<file path="src/hdl/ibdma_pkg.sv">
// Constants, register map and state encoding of the ISA bridge DMA block
package ibdma_pkg;
	localparam int ADDR_W = 6;
	localparam int MADDR_W = 27;
	localparam int CNT_W = 16;
	// ****************************************
	// Register offsets
	// ****************************************
	localparam logic [5:0] OFS_CMD = 6'h00;
	localparam logic [5:0] OFS_SWREQ = 6'h01;
	localparam logic [5:0] OFS_MASK = 6'h02;
	localparam logic [5:0] OFS_STATUS = 6'h03;
	localparam logic [2:0] GRP_MODE = 3'h1;
	localparam logic [2:0] GRP_BASE_ADDR = 3'h2;
	localparam logic [2:0] GRP_BASE_CNT = 3'h3;
	localparam logic [2:0] GRP_CUR_ADDR = 3'h4;
	localparam logic [2:0] GRP_CUR_CNT = 3'h5;
	// ****************************************
	// Fields and reset values
	// ****************************************
	localparam int CMD_ROTATE = 0;
	localparam int CMD_REQ_LOW = 1;
	localparam int CMD_ACK_HIGH = 2;
	localparam int CMD_DISABLE = 3;
	localparam logic [3:0] CMD_RST = 4'h0;
	localparam logic [7:0] MASK_RST = 8'hef;
	localparam int MODE_AUTO = 2;
	localparam int MODE_DEC = 3;
	localparam logic [1:0] XT_VERIFY = 2'h0;
	localparam logic [1:0] XT_WRITE = 2'h1;
	localparam logic [1:0] XT_READ = 2'h2;
	localparam logic [1:0] MD_DEMAND = 2'h0;
	localparam logic [1:0] MD_SINGLE = 2'h1;
	localparam logic [1:0] MD_BLOCK = 2'h2;
	localparam logic [1:0] MD_CASCADE = 2'h3;
	localparam logic [5:0] MODE_RST = 6'h10;
	localparam logic [5:0] MODE_CASC_RST = 6'h30;
	localparam int CASC_CH = 4;
	// ****************************************
	// Timing
	// ****************************************
	localparam int CLK_NS = 25;
	localparam int STROBE_NS = 250;
	localparam int STROBE_CYC = (STROBE_NS + CLK_NS - 1) / CLK_NS;
	localparam int REFRESH_NS = 15000;
	localparam int REFRESH_CYC = REFRESH_NS / CLK_NS;
	typedef enum logic [2:0] {
		ST_IDLE = 3'h0,
		ST_ACK = 3'h1,
		ST_XFER = 3'h3,
		ST_DONE = 3'h2,
		ST_CASC = 3'h6,
		ST_REFR = 3'h4
	} ibdma_state_type;
endpackage

</file>
<file path="src/hdl/ibdma_top.sv">
// Seven-channel cascaded DMA engine with refresh generator and register port
`timescale 1ns/100ps
module ibdma_top #(
	parameter int STROBE_CYCLES = ibdma_pkg::STROBE_CYC,
	parameter int REFRESH_CYCLES = ibdma_pkg::REFRESH_CYC
) (
	input wire logic clk_sys_in,
	input wire logic resetn_in,
	input wire logic [ibdma_pkg::ADDR_W-1:0] reg_addr_in,
	input wire logic [31:0] reg_wdata_in,
	input wire logic reg_wr_in,
	input wire logic reg_rd_in,
	output logic [31:0] reg_rdata_out,
	input wire logic [7:0] dreq_in,
	input wire logic chrdy_in,
	input wire logic refresh_n_in,
	output logic [7:0] dack_out,
	output logic tc_out,
	output logic aen_out,
	output logic [ibdma_pkg::MADDR_W-1:0] mem_addr_out,
	output logic word_xfer_out,
	output logic memr_n_out,
	output logic memw_n_out,
	output logic smemr_n_out,
	output logic smemw_n_out,
	output logic ior_n_out,
	output logic iow_n_out,
	output logic refresh_n_out,
	output logic refresh_oe_out
);
	import ibdma_pkg::*;

	if (STROBE_CYCLES < 1 || STROBE_CYCLES > 255)
		$error("STROBE_CYCLES out of range");
	if (REFRESH_CYCLES < 4 || REFRESH_CYCLES > 65535)
		$error("REFRESH_CYCLES out of range");

	// ****************************************
	// Register storage
	// ****************************************
	logic [3:0] cmd_r;
	logic [7:0] swreq_r;
	logic [7:0] mask_r;
	logic [7:0] tcflag_r;
	logic [5:0] mode_r [8];
	logic [MADDR_W-1:0] base_addr_r [8];
	logic [CNT_W-1:0] base_cnt_r [8];
	logic [MADDR_W-1:0] cur_addr_r [8];
	logic [CNT_W-1:0] cur_cnt_r [8];
	logic [31:0] rdata_r;

	// ****************************************
	// Request synchroniser and arbitration
	// ****************************************
	logic [7:0] sync1_r;
	logic [7:0] sync2_r;
	logic [1:0] last_lo_r;
	logic [1:0] last_hi_r;

	always_ff @(posedge clk_sys_in or negedge resetn_in) begin
		if (!resetn_in) begin
			sync1_r <= 8'h00;
			sync2_r <= 8'h00;
		end else begin
			sync1_r <= dreq_in;
			sync2_r <= sync1_r;
		end
	end

	// Polarity is applied after the second flop so the first stays clean
	wire [7:0] hw_req = cmd_r[CMD_REQ_LOW] ? ~sync2_r : sync2_r;
	wire [7:0] any_req = (hw_req | swreq_r) & 8'hef;
	wire [7:0] elig = any_req & ~mask_r;
	wire lo_any = |elig[3:0];
	wire [3:0] hi_vec = {elig[7:5], lo_any & ~mask_r[CASC_CH]};

	function automatic logic [2:0] ibdma_arb(input logic [3:0] req,
		input logic [1:0] last);
		logic [2:0] pick;
		logic [1:0] idx;
		pick = 3'h0;
		for (int i = 4; i >= 1; i--) begin
			idx = last + 2'(i);
			if (req[idx])
				pick = {1'b1, idx};
		end
		return pick;
	endfunction

	// Fixed priority keeps the pointers at 3 so index 0 always leads
	wire [2:0] arb_lo = ibdma_arb(elig[3:0], last_lo_r);
	wire [2:0] arb_hi = ibdma_arb(hi_vec, last_hi_r);
	wire grant_ok = arb_hi[2] & ~cmd_r[CMD_DISABLE];
	wire [2:0] grant_ch = (arb_hi[1:0] == 2'h0) ?
		{1'b0, arb_lo[1:0]} : {1'b1, arb_hi[1:0]};

	// ****************************************
	// Transfer engine
	// ****************************************
	ibdma_state_type state_r;
	ibdma_state_type state_nxt;
	logic [2:0] ch_r;
	logic [7:0] tmr_r;
	logic [15:0] ref_tmr_r;
	logic ref_pend_r;
	logic [7:0] ref_addr_r;

	wire [5:0] cur_mode = mode_r[ch_r];
	wire [1:0] cur_md = cur_mode[5:4];
	wire [1:0] cur_xt = cur_mode[1:0];
	wire is_word = ch_r[2];
	wire [MADDR_W-1:0] ch_addr = cur_addr_r[ch_r];
	wire [MADDR_W-1:0] byte_addr = is_word ?
		{ch_addr[MADDR_W-2:0], 1'b0} : ch_addr;
	wire last_xfer = (cur_cnt_r[ch_r] == '0);
	wire ch_req = any_req[ch_r];
	wire below_16m = (byte_addr[26:24] == 3'h0);
	wire below_1m = (byte_addr[26:20] == 7'h00);
	wire tmr_done = (tmr_r == 8'h01) & chrdy_in;
	wire grant_casc = (mode_r[grant_ch][5:4] == MD_CASCADE);

	// Continuation after one transfer depends on mode
	wire keep_going = ~last_xfer & ~cmd_r[CMD_DISABLE] &
		((cur_md == MD_BLOCK) | ((cur_md == MD_DEMAND) & ch_req));

	always_comb begin
		state_nxt = state_r;
		case (state_r)
			ST_IDLE: begin
				if (ref_pend_r && refresh_n_in)
					state_nxt = ST_REFR;
				else if (grant_ok && grant_casc)
					state_nxt = ST_CASC;
				else if (grant_ok)
					state_nxt = ST_ACK;
			end
			ST_ACK: state_nxt = ST_XFER;
			ST_XFER: begin
				if (tmr_done)
					state_nxt = ST_DONE;
			end
			ST_DONE: state_nxt = keep_going ? ST_ACK : ST_IDLE;
			ST_CASC: begin
				if (!ch_req)
					state_nxt = ST_IDLE;
			end
			ST_REFR: begin
				if (tmr_done)
					state_nxt = ST_IDLE;
			end
			default: state_nxt = ST_IDLE;
		endcase
	end

	wire start_ch = (state_r == ST_IDLE) && (state_nxt == ST_ACK ||
		state_nxt == ST_CASC);
	wire load_tmr = (state_nxt == ST_XFER && state_r != ST_XFER) ||
		(state_nxt == ST_REFR && state_r != ST_REFR);
	wire xfer_end = (state_r == ST_DONE);
	wire [7:0] strobe_len = 8'(STROBE_CYCLES);

	always_ff @(posedge clk_sys_in or negedge resetn_in) begin
		if (!resetn_in) begin
			state_r <= ST_IDLE;
			ch_r <= 3'h0;
			tmr_r <= 8'h00;
		end else begin
			state_r <= state_nxt;
			if (start_ch)
				ch_r <= grant_ch;
			if (load_tmr)
				tmr_r <= strobe_len;
			else if (tmr_r > 8'h01)
				tmr_r <= tmr_r - 8'h01;
		end
	end

	always_ff @(posedge clk_sys_in or negedge resetn_in) begin
		if (!resetn_in) begin
			last_lo_r <= 2'h3;
			last_hi_r <= 2'h3;
		end else if (!cmd_r[CMD_ROTATE]) begin
			last_lo_r <= 2'h3;
			last_hi_r <= 2'h3;
		end else if (start_ch) begin
			if (!grant_ch[2])
				last_lo_r <= grant_ch[1:0];
			last_hi_r <= grant_ch[2] ? grant_ch[1:0] : 2'h0;
		end
	end

	// ****************************************
	// Refresh request divider
	// ****************************************
	wire ref_tick = (ref_tmr_r == 16'h0000);
	wire ref_take = (state_r == ST_REFR) && tmr_done;
	// An external master's refresh also advances the row counter
	logic ext_ref_d_r;
	wire ext_ref_end = ~ext_ref_d_r & refresh_n_in & ~refresh_oe_out;

	always_ff @(posedge clk_sys_in or negedge resetn_in) begin
		if (!resetn_in) begin
			ref_tmr_r <= 16'h0000;
			ref_pend_r <= 1'b0;
			ref_addr_r <= 8'h00;
			ext_ref_d_r <= 1'b1;
		end else begin
			ext_ref_d_r <= refresh_n_in | refresh_oe_out;
			ref_tmr_r <= ref_tick ? 16'(REFRESH_CYCLES - 1) :
				ref_tmr_r - 16'h0001;
			if (ref_tick)
				ref_pend_r <= 1'b1;
			else if (ref_take)
				ref_pend_r <= 1'b0;
			if (ref_take || ext_ref_end)
				ref_addr_r <= ref_addr_r + 8'h01;
		end
	end

	// ****************************************
	// Register port and channel state
	// ****************************************
	wire [2:0] reg_grp = reg_addr_in[5:3];
	wire [2:0] reg_ch = reg_addr_in[2:0];
	wire wr_cmd = reg_wr_in && reg_addr_in == OFS_CMD;
	wire wr_swreq = reg_wr_in && reg_addr_in == OFS_SWREQ;
	wire wr_mask = reg_wr_in && reg_addr_in == OFS_MASK;
	wire rd_status = reg_rd_in && reg_addr_in == OFS_STATUS;
	wire wr_mode = reg_wr_in && reg_grp == GRP_MODE;
	wire wr_baddr = reg_wr_in && reg_grp == GRP_BASE_ADDR;
	wire wr_bcnt = reg_wr_in && reg_grp == GRP_BASE_CNT;
	wire [MADDR_W-1:0] addr_step = cur_mode[MODE_DEC] ?
		ch_addr - 27'h0000001 : ch_addr + 27'h0000001;
	wire done_tc = xfer_end && last_xfer;
	wire reload = done_tc && cur_mode[MODE_AUTO];
	wire [7:0] ch_bit = 8'h01 << ch_r;

	always_ff @(posedge clk_sys_in or negedge resetn_in) begin
		if (!resetn_in) begin
			cmd_r <= CMD_RST;
			swreq_r <= 8'h00;
			mask_r <= MASK_RST;
			tcflag_r <= 8'h00;
		end else begin
			if (wr_cmd)
				cmd_r <= reg_wdata_in[3:0];
			// Terminal count clears the request; a new write still wins
			swreq_r <= (swreq_r & ~(done_tc ? ch_bit : 8'h00)) |
				(wr_swreq ? reg_wdata_in[7:0] : 8'h00);
			// A count ending in the cycle of a mask write still masks
			mask_r <= (wr_mask ? reg_wdata_in[7:0] : mask_r) |
				((done_tc && !cur_mode[MODE_AUTO]) ? ch_bit : 8'h00);
			// Reading status clears it, but a count ending now survives
			tcflag_r <= (rd_status ? 8'h00 : tcflag_r) |
				(done_tc ? ch_bit : 8'h00);
		end
	end

	always_ff @(posedge clk_sys_in or negedge resetn_in) begin
		if (!resetn_in) begin
			for (int i = 0; i < 8; i++) begin
				mode_r[i] <= (i == CASC_CH) ? MODE_CASC_RST : MODE_RST;
				base_addr_r[i] <= '0;
				base_cnt_r[i] <= '0;
				cur_addr_r[i] <= '0;
				cur_cnt_r[i] <= '0;
			end
		end else begin
			if (wr_mode)
				mode_r[reg_ch] <= reg_wdata_in[5:0];
			if (wr_baddr) begin
				base_addr_r[reg_ch] <= reg_wdata_in[MADDR_W-1:0];
				cur_addr_r[reg_ch] <= reg_wdata_in[MADDR_W-1:0];
			end else if (xfer_end) begin
				cur_addr_r[ch_r] <= reload ? base_addr_r[ch_r] : addr_step;
			end
			if (wr_bcnt) begin
				base_cnt_r[reg_ch] <= reg_wdata_in[CNT_W-1:0];
				cur_cnt_r[reg_ch] <= reg_wdata_in[CNT_W-1:0];
			end else if (xfer_end) begin
				cur_cnt_r[ch_r] <= reload ? base_cnt_r[ch_r] :
					cur_cnt_r[ch_r] - 16'h0001;
			end
		end
	end

	logic [31:0] rd_mux;
	always_comb begin
		rd_mux = 32'h00000000;
		case (reg_grp)
			3'h0: begin
				case (reg_ch)
					3'h0: rd_mux = {28'h0000000, cmd_r};
					3'h1: rd_mux = {24'h000000, swreq_r};
					3'h2: rd_mux = {24'h000000, mask_r};
					3'h3: rd_mux = {16'h0000, elig, tcflag_r};
					default: rd_mux = 32'h00000000;
				endcase
			end
			GRP_MODE: rd_mux = {26'h0000000, mode_r[reg_ch]};
			GRP_BASE_ADDR: rd_mux = {5'h00, base_addr_r[reg_ch]};
			GRP_BASE_CNT: rd_mux = {16'h0000, base_cnt_r[reg_ch]};
			GRP_CUR_ADDR: rd_mux = {5'h00, cur_addr_r[reg_ch]};
			GRP_CUR_CNT: rd_mux = {16'h0000, cur_cnt_r[reg_ch]};
			default: rd_mux = 32'h00000000;
		endcase
	end

	always_ff @(posedge clk_sys_in or negedge resetn_in) begin
		if (!resetn_in)
			rdata_r <= 32'h00000000;
		else
			rdata_r <= reg_rd_in ? rd_mux : 32'h00000000;
	end
	assign reg_rdata_out = rdata_r;

	// ****************************************
	// Bus outputs
	// ****************************************
	wire in_dma = (state_r == ST_ACK) || (state_r == ST_XFER) ||
		(state_r == ST_DONE);
	wire in_ref = (state_r == ST_REFR);
	wire strobe = (state_r == ST_XFER);
	// Verify moves no data, so neither side sees a command
	wire do_wr = strobe && cur_xt == XT_WRITE;
	wire do_rd = strobe && cur_xt == XT_READ;
	wire dack_act = in_dma || (state_r == ST_CASC);
	wire [7:0] dack_vec = dack_act ? ch_bit : 8'h00;

	always_ff @(posedge clk_sys_in or negedge resetn_in) begin
		if (!resetn_in) begin
			dack_out <= 8'hff;
			tc_out <= 1'b0;
			aen_out <= 1'b0;
			mem_addr_out <= '0;
			word_xfer_out <= 1'b0;
			memr_n_out <= 1'b1;
			memw_n_out <= 1'b1;
			smemr_n_out <= 1'b1;
			smemw_n_out <= 1'b1;
			ior_n_out <= 1'b1;
			iow_n_out <= 1'b1;
			refresh_n_out <= 1'b1;
			refresh_oe_out <= 1'b0;
		end else begin
			dack_out <= cmd_r[CMD_ACK_HIGH] ? dack_vec : ~dack_vec;
			tc_out <= strobe && last_xfer;
			aen_out <= in_dma || in_ref;
			mem_addr_out <= in_ref ? {19'h00000, ref_addr_r} : byte_addr;
			word_xfer_out <= in_dma && is_word;
			memr_n_out <= ~((do_rd && below_16m) || in_ref);
			memw_n_out <= ~(do_wr && below_16m);
			smemr_n_out <= ~((do_rd && below_1m) || in_ref);
			smemw_n_out <= ~(do_wr && below_1m);
			ior_n_out <= ~do_wr;
			iow_n_out <= ~do_rd;
			refresh_n_out <= ~in_ref;
			refresh_oe_out <= in_ref;
		end
	end
endmodule

</file>
<file path="config.mk">
export PLATFORM = sky130hd
export DESIGN_NAME = ibdma_top
export DESIGN_NICKNAME = d
export VERILOG_FILES = /design/src/hdl/ibdma_pkg.sv /design/src/hdl/ibdma_top.sv
export SDC_FILE = /design/constraint.sdc
export NUM_CORES = 2
export LEC_CHECK = 0
export ABC_AREA = 1
export BUFFER_PORTS_ARGS = -buffer_cell sky130_fd_sc_hd__buf_4
export CAP_MARGIN = 10
export CORE_ASPECT_RATIO = 0.6
export CORE_UTILIZATION = 50
export DETAILED_ROUTE_END_ITERATION = 6
export HOLD_SLACK_MARGIN = 0.03
export PLACE_DENSITY = 0.62
export SLEW_MARGIN = 5
export SYNTH_ARGS = -nofsm -noshare
export SYNTH_HDL_FRONTEND = slang
export SYNTH_SLANG_ARGS = --single-unit
</file>
<file path="constraint.sdc">
create_clock -name clk_sys_in -period 12.55 [get_ports clk_sys_in]
set_clock_uncertainty 0.1 [all_clocks]
set_input_delay 1.8825 -clock clk_sys_in [delete_from_list [all_inputs] [get_ports clk_sys_in]]
set_output_delay 1.8825 -clock clk_sys_in [all_outputs]
set_load 0.05 [all_outputs]
</file>
==> flow_summary.toml <==
[status]
outcome = "completed"

[final_layout]
area_growth_pct = 10.6
layout.nets = 6237
n_fill_cell = 9077
instances_no_fill = 7530
seq_area_um2 = 22400
multi_input_area_um2 = 21900
layout-drive-gt1-share = 0.0929

[clock_network]
cts_max_level = 3
cts.repair.resized = 0
path_clk_slew_ns = 0.07
cts_inserted_buffers = 88
cts.hold.buffers_added = 0
insertion_delay_ns = 0.71
cts_tree = "done"
clock-root-buffer = "clkbuf_16"
cts_sinks = 895
clockBufferDepth = 3
cts_setup_buffers = 0

[critical_path]
cp_num_buf_inv = 4
path_max_fanout = 48
endpoint_kind = "flip-flop"
rr_startpoint = "ch_r[1]"
crit_family = "simple AND/OR/NAND/NOR gates"
crit_path_top_delay_cell = "buf_4"
critPathKind = "reg -> reg"
critical_path_required_ns = 12.98
cp-start-kind = "flip-flop"
slowest_delay_ns = 0.81
cpMostUsedCell = "nand2_1"
crit_path_start = "ch_r[1]"
crit_chain = "nand2_4 > clkinv_2 > buf_4 > nand2_1 > o21ai_0 > a21oi_1 > a32o_1 > ha_1 > nand2_1 > nor2_2 > nand2_1 > inv_2 > nand2_1 > nor2_2 > nand2_4 > nor2_8 > buf_4 > o211ai_1 > nand3_1 > nand2_1 > nand2_1 > o21ai_0"
critical_path_arrival_ns = 7.15

[place]
pre_cts_slack_ns = 5.68
dp_hpwl_um = 129000
dpl.cell_count = 7368
globalplace.congestion = 1.00
portBuffers = 118

[logic_synthesis]
yosys_register_bits = 895
yosysWarnings = 0
yosys-top-cells-area = "dfrtp_1 (44%), nand2_1 (12%), o21ai_0 (6.7%)"
ys_types = 70
yosys-top-cells-count = "nand2_1 (1543), dfrtp_1 (859), inv_1 (685)"
synth_area_um2 = 48600
synth_cells = 6251
synth.most_common_cell = "nand2_1"
post-synth-top-area-cell = "dfrtp_1"
synth_top_cell_area_share = 0.442
synth_edf_count = 0
synthArstFlopShare = 1.00
ys.flop_type = "dfrtp_1"
syn_avg_cell_area_um2 = 7.78
ys_seq_area_frac = 0.462

[pwr]
max-vdd-ir-drop_uv = 178
p_total_mw = 15.2
power_density_nw_per_um2 = 283
p_leak_nw = 24.8

[detailed_routing]
vias = 48700
ant_nets = 0
first_iter_violations = 7764
drc_errors = 0
viasPerCell = 6.47
detail_route.first_pass.iterations = 7
drt-total-wl_um = 212000
wl_per_cell_um = 28.2

[hold_path]
holdCritPathClass = "reg -> reg"
hold_start = "sync1_r[0]"

[timing]
setup_viol = 0
fin_ws_ns = 5.83
timing.final.crit_period_ns = 6.72
timing.setup.tns_ns = 0
rsz0062_at_grt = "no"
max_freq_mhz = 149
slew_violations = 0
relSlewSlack = 0.131
period_share = 0.536
hold_viol = 0
worst_pin_slew_ns = 1.30

[grt]
grtUsageMet3 = 0.170
grt-busiest-layer = "met1"
met2_usage = 0.568
grt_util_met1 = 0.611
grt_usage = 0.425
grt_pass1_vias = 44800
grt_pass1_wl_um = 307000
grt_max_degree = 144
antenna_found_initial = 5
grt-ovfl-total = 0

[die]
core_um2 = 96200
die_h_um = 244
dieArea_um2 = 98500
rows = 88
die_width_um = 405
io_pins = 130
initial_utilization = 0.505

[job]
maxCapViolations = 0
==> layer usage <==
layer / share of wire / vias to the layer above / wire, µm
met5: 0.00048 / - / 102
met4: 0.043 / 10 / 9080
met3: 0.17 / 646 / 35500
met2: 0.39 / 3813 / 82300
met1: 0.40 / 23100 / 85000
li1: - / 21200 / -
==> registers in the layout, summed over array words and instances, names as in the netlist, 2 cells and up <==
name,cells
swreq_r,8
base_addr_r,216
sync2_r,7
state_r,3
last_lo_r,2
mode_r,48
last_hi_r,2
cur_cnt_r,128
reg_rdata_out,27
sync1_r,7
ref_tmr_r,16
tcflag_r,8
mem_addr_out,27
base_cnt_r,128
cmd_r,4
tmr_r,8
cur_addr_r,216
ref_addr_r,8
dack_out,8
mask_r,8
ch_r,3
==> metrics by stage <==
stage | instance area, µm² | hold WS [ns] | utilization
after floorplan | 48600 | 0.231 | -
after global placement | 50700 | 0.237 | 0.526
after detailed placement | 50700 | 0.240 | 0.526
after CTS | 53700 | 0.250 | 0.558
after global routing | 53700 | 0.259 | 0.558
final | 53700 | 0.250 | 0.558
==> area by class of cell <==
type,count,area share
antenna,4,0.000186
tap,1305,0.0304
clock inverter,32,0.00857
timing repair buffer,250,0.0358
inverter,740,0.0520
sequential,895,0.418
clock buffer,126,0.0486
multi-input combinational,4178,0.407
==> final timing paths <==
kind	endpoint	slack (ns)	cells after the start
max reg2reg	cur_addr_r[92]	5.83	22
max	cur_addr_r[92]	5.83	22
min in group asynchronous	sync1_r[3]	1.17	1
max in group asynchronous	base_addr_r[145]	8.85	3
min	sync2_r[0]	0.25	0
min reg2reg	sync2_r[0]	0.25	0
==> worst register-to-register path, stage by stage, from the launching register on <==
cell,delay [ns]
dfrtp_1,0.49
nand2_4,0.47
clkinv_2,0.57
buf_4,0.53
nand2_1,0.15
o21ai_0,0.12
a21oi_1,0.17
a32o_1,0.24
ha_1,0.20
nand2_1,0.12
nor2_2,0.14
nand2_1,0.17
inv_2,0.14
nand2_1,0.14
nor2_2,0.53
nand2_4,0.28
nor2_8,0.16
buf_4,0.81
o211ai_1,0.63
nand3_1,0.20
nand2_1,0.07
nand2_1,0.05
o21ai_0,0.10
==> cells in the final DEF, fill, tap and decap left out, drive strengths merged, types with 31 or more instances in the layout <==
cell type	count
ha	31
o221ai	58
dfrtp	859
clkbuf	126
o21ai	776
o2111ai	53
o311ai	35
o22ai	348
a31oi	150
nand3	119
a21oi	214
inv	732
o211ai	79
a221oi	94
a22oi	94
nor2	354
xor2	45
buf	250
dfstp	36
nand2	1549
==> where the power goes <==
part | switching, mW | internal, mW
Sequential | 0.478 | 3.75
Clock | 1.24 | 1.67
Combinational | 5.86 | 2.21
Total | 7.58 | 7.63
==> logic make-up after synthesis <==
logic type / Yosys count / share of synthesized area
and+or+nand+nor: 2081 / 0.169
AOI/OAI and AO/OA: 1990 / 0.254
buffers and inverters: 1182 / 0.0940
DFF: 895 / 0.462
xor gates and xnor gates: 62 / 0.0112
adders and majority gates: 32 / 0.00839
muxes: 8 / 0.00183
other: 1 / 0.0000772
(Power assumes the default switching activity.)
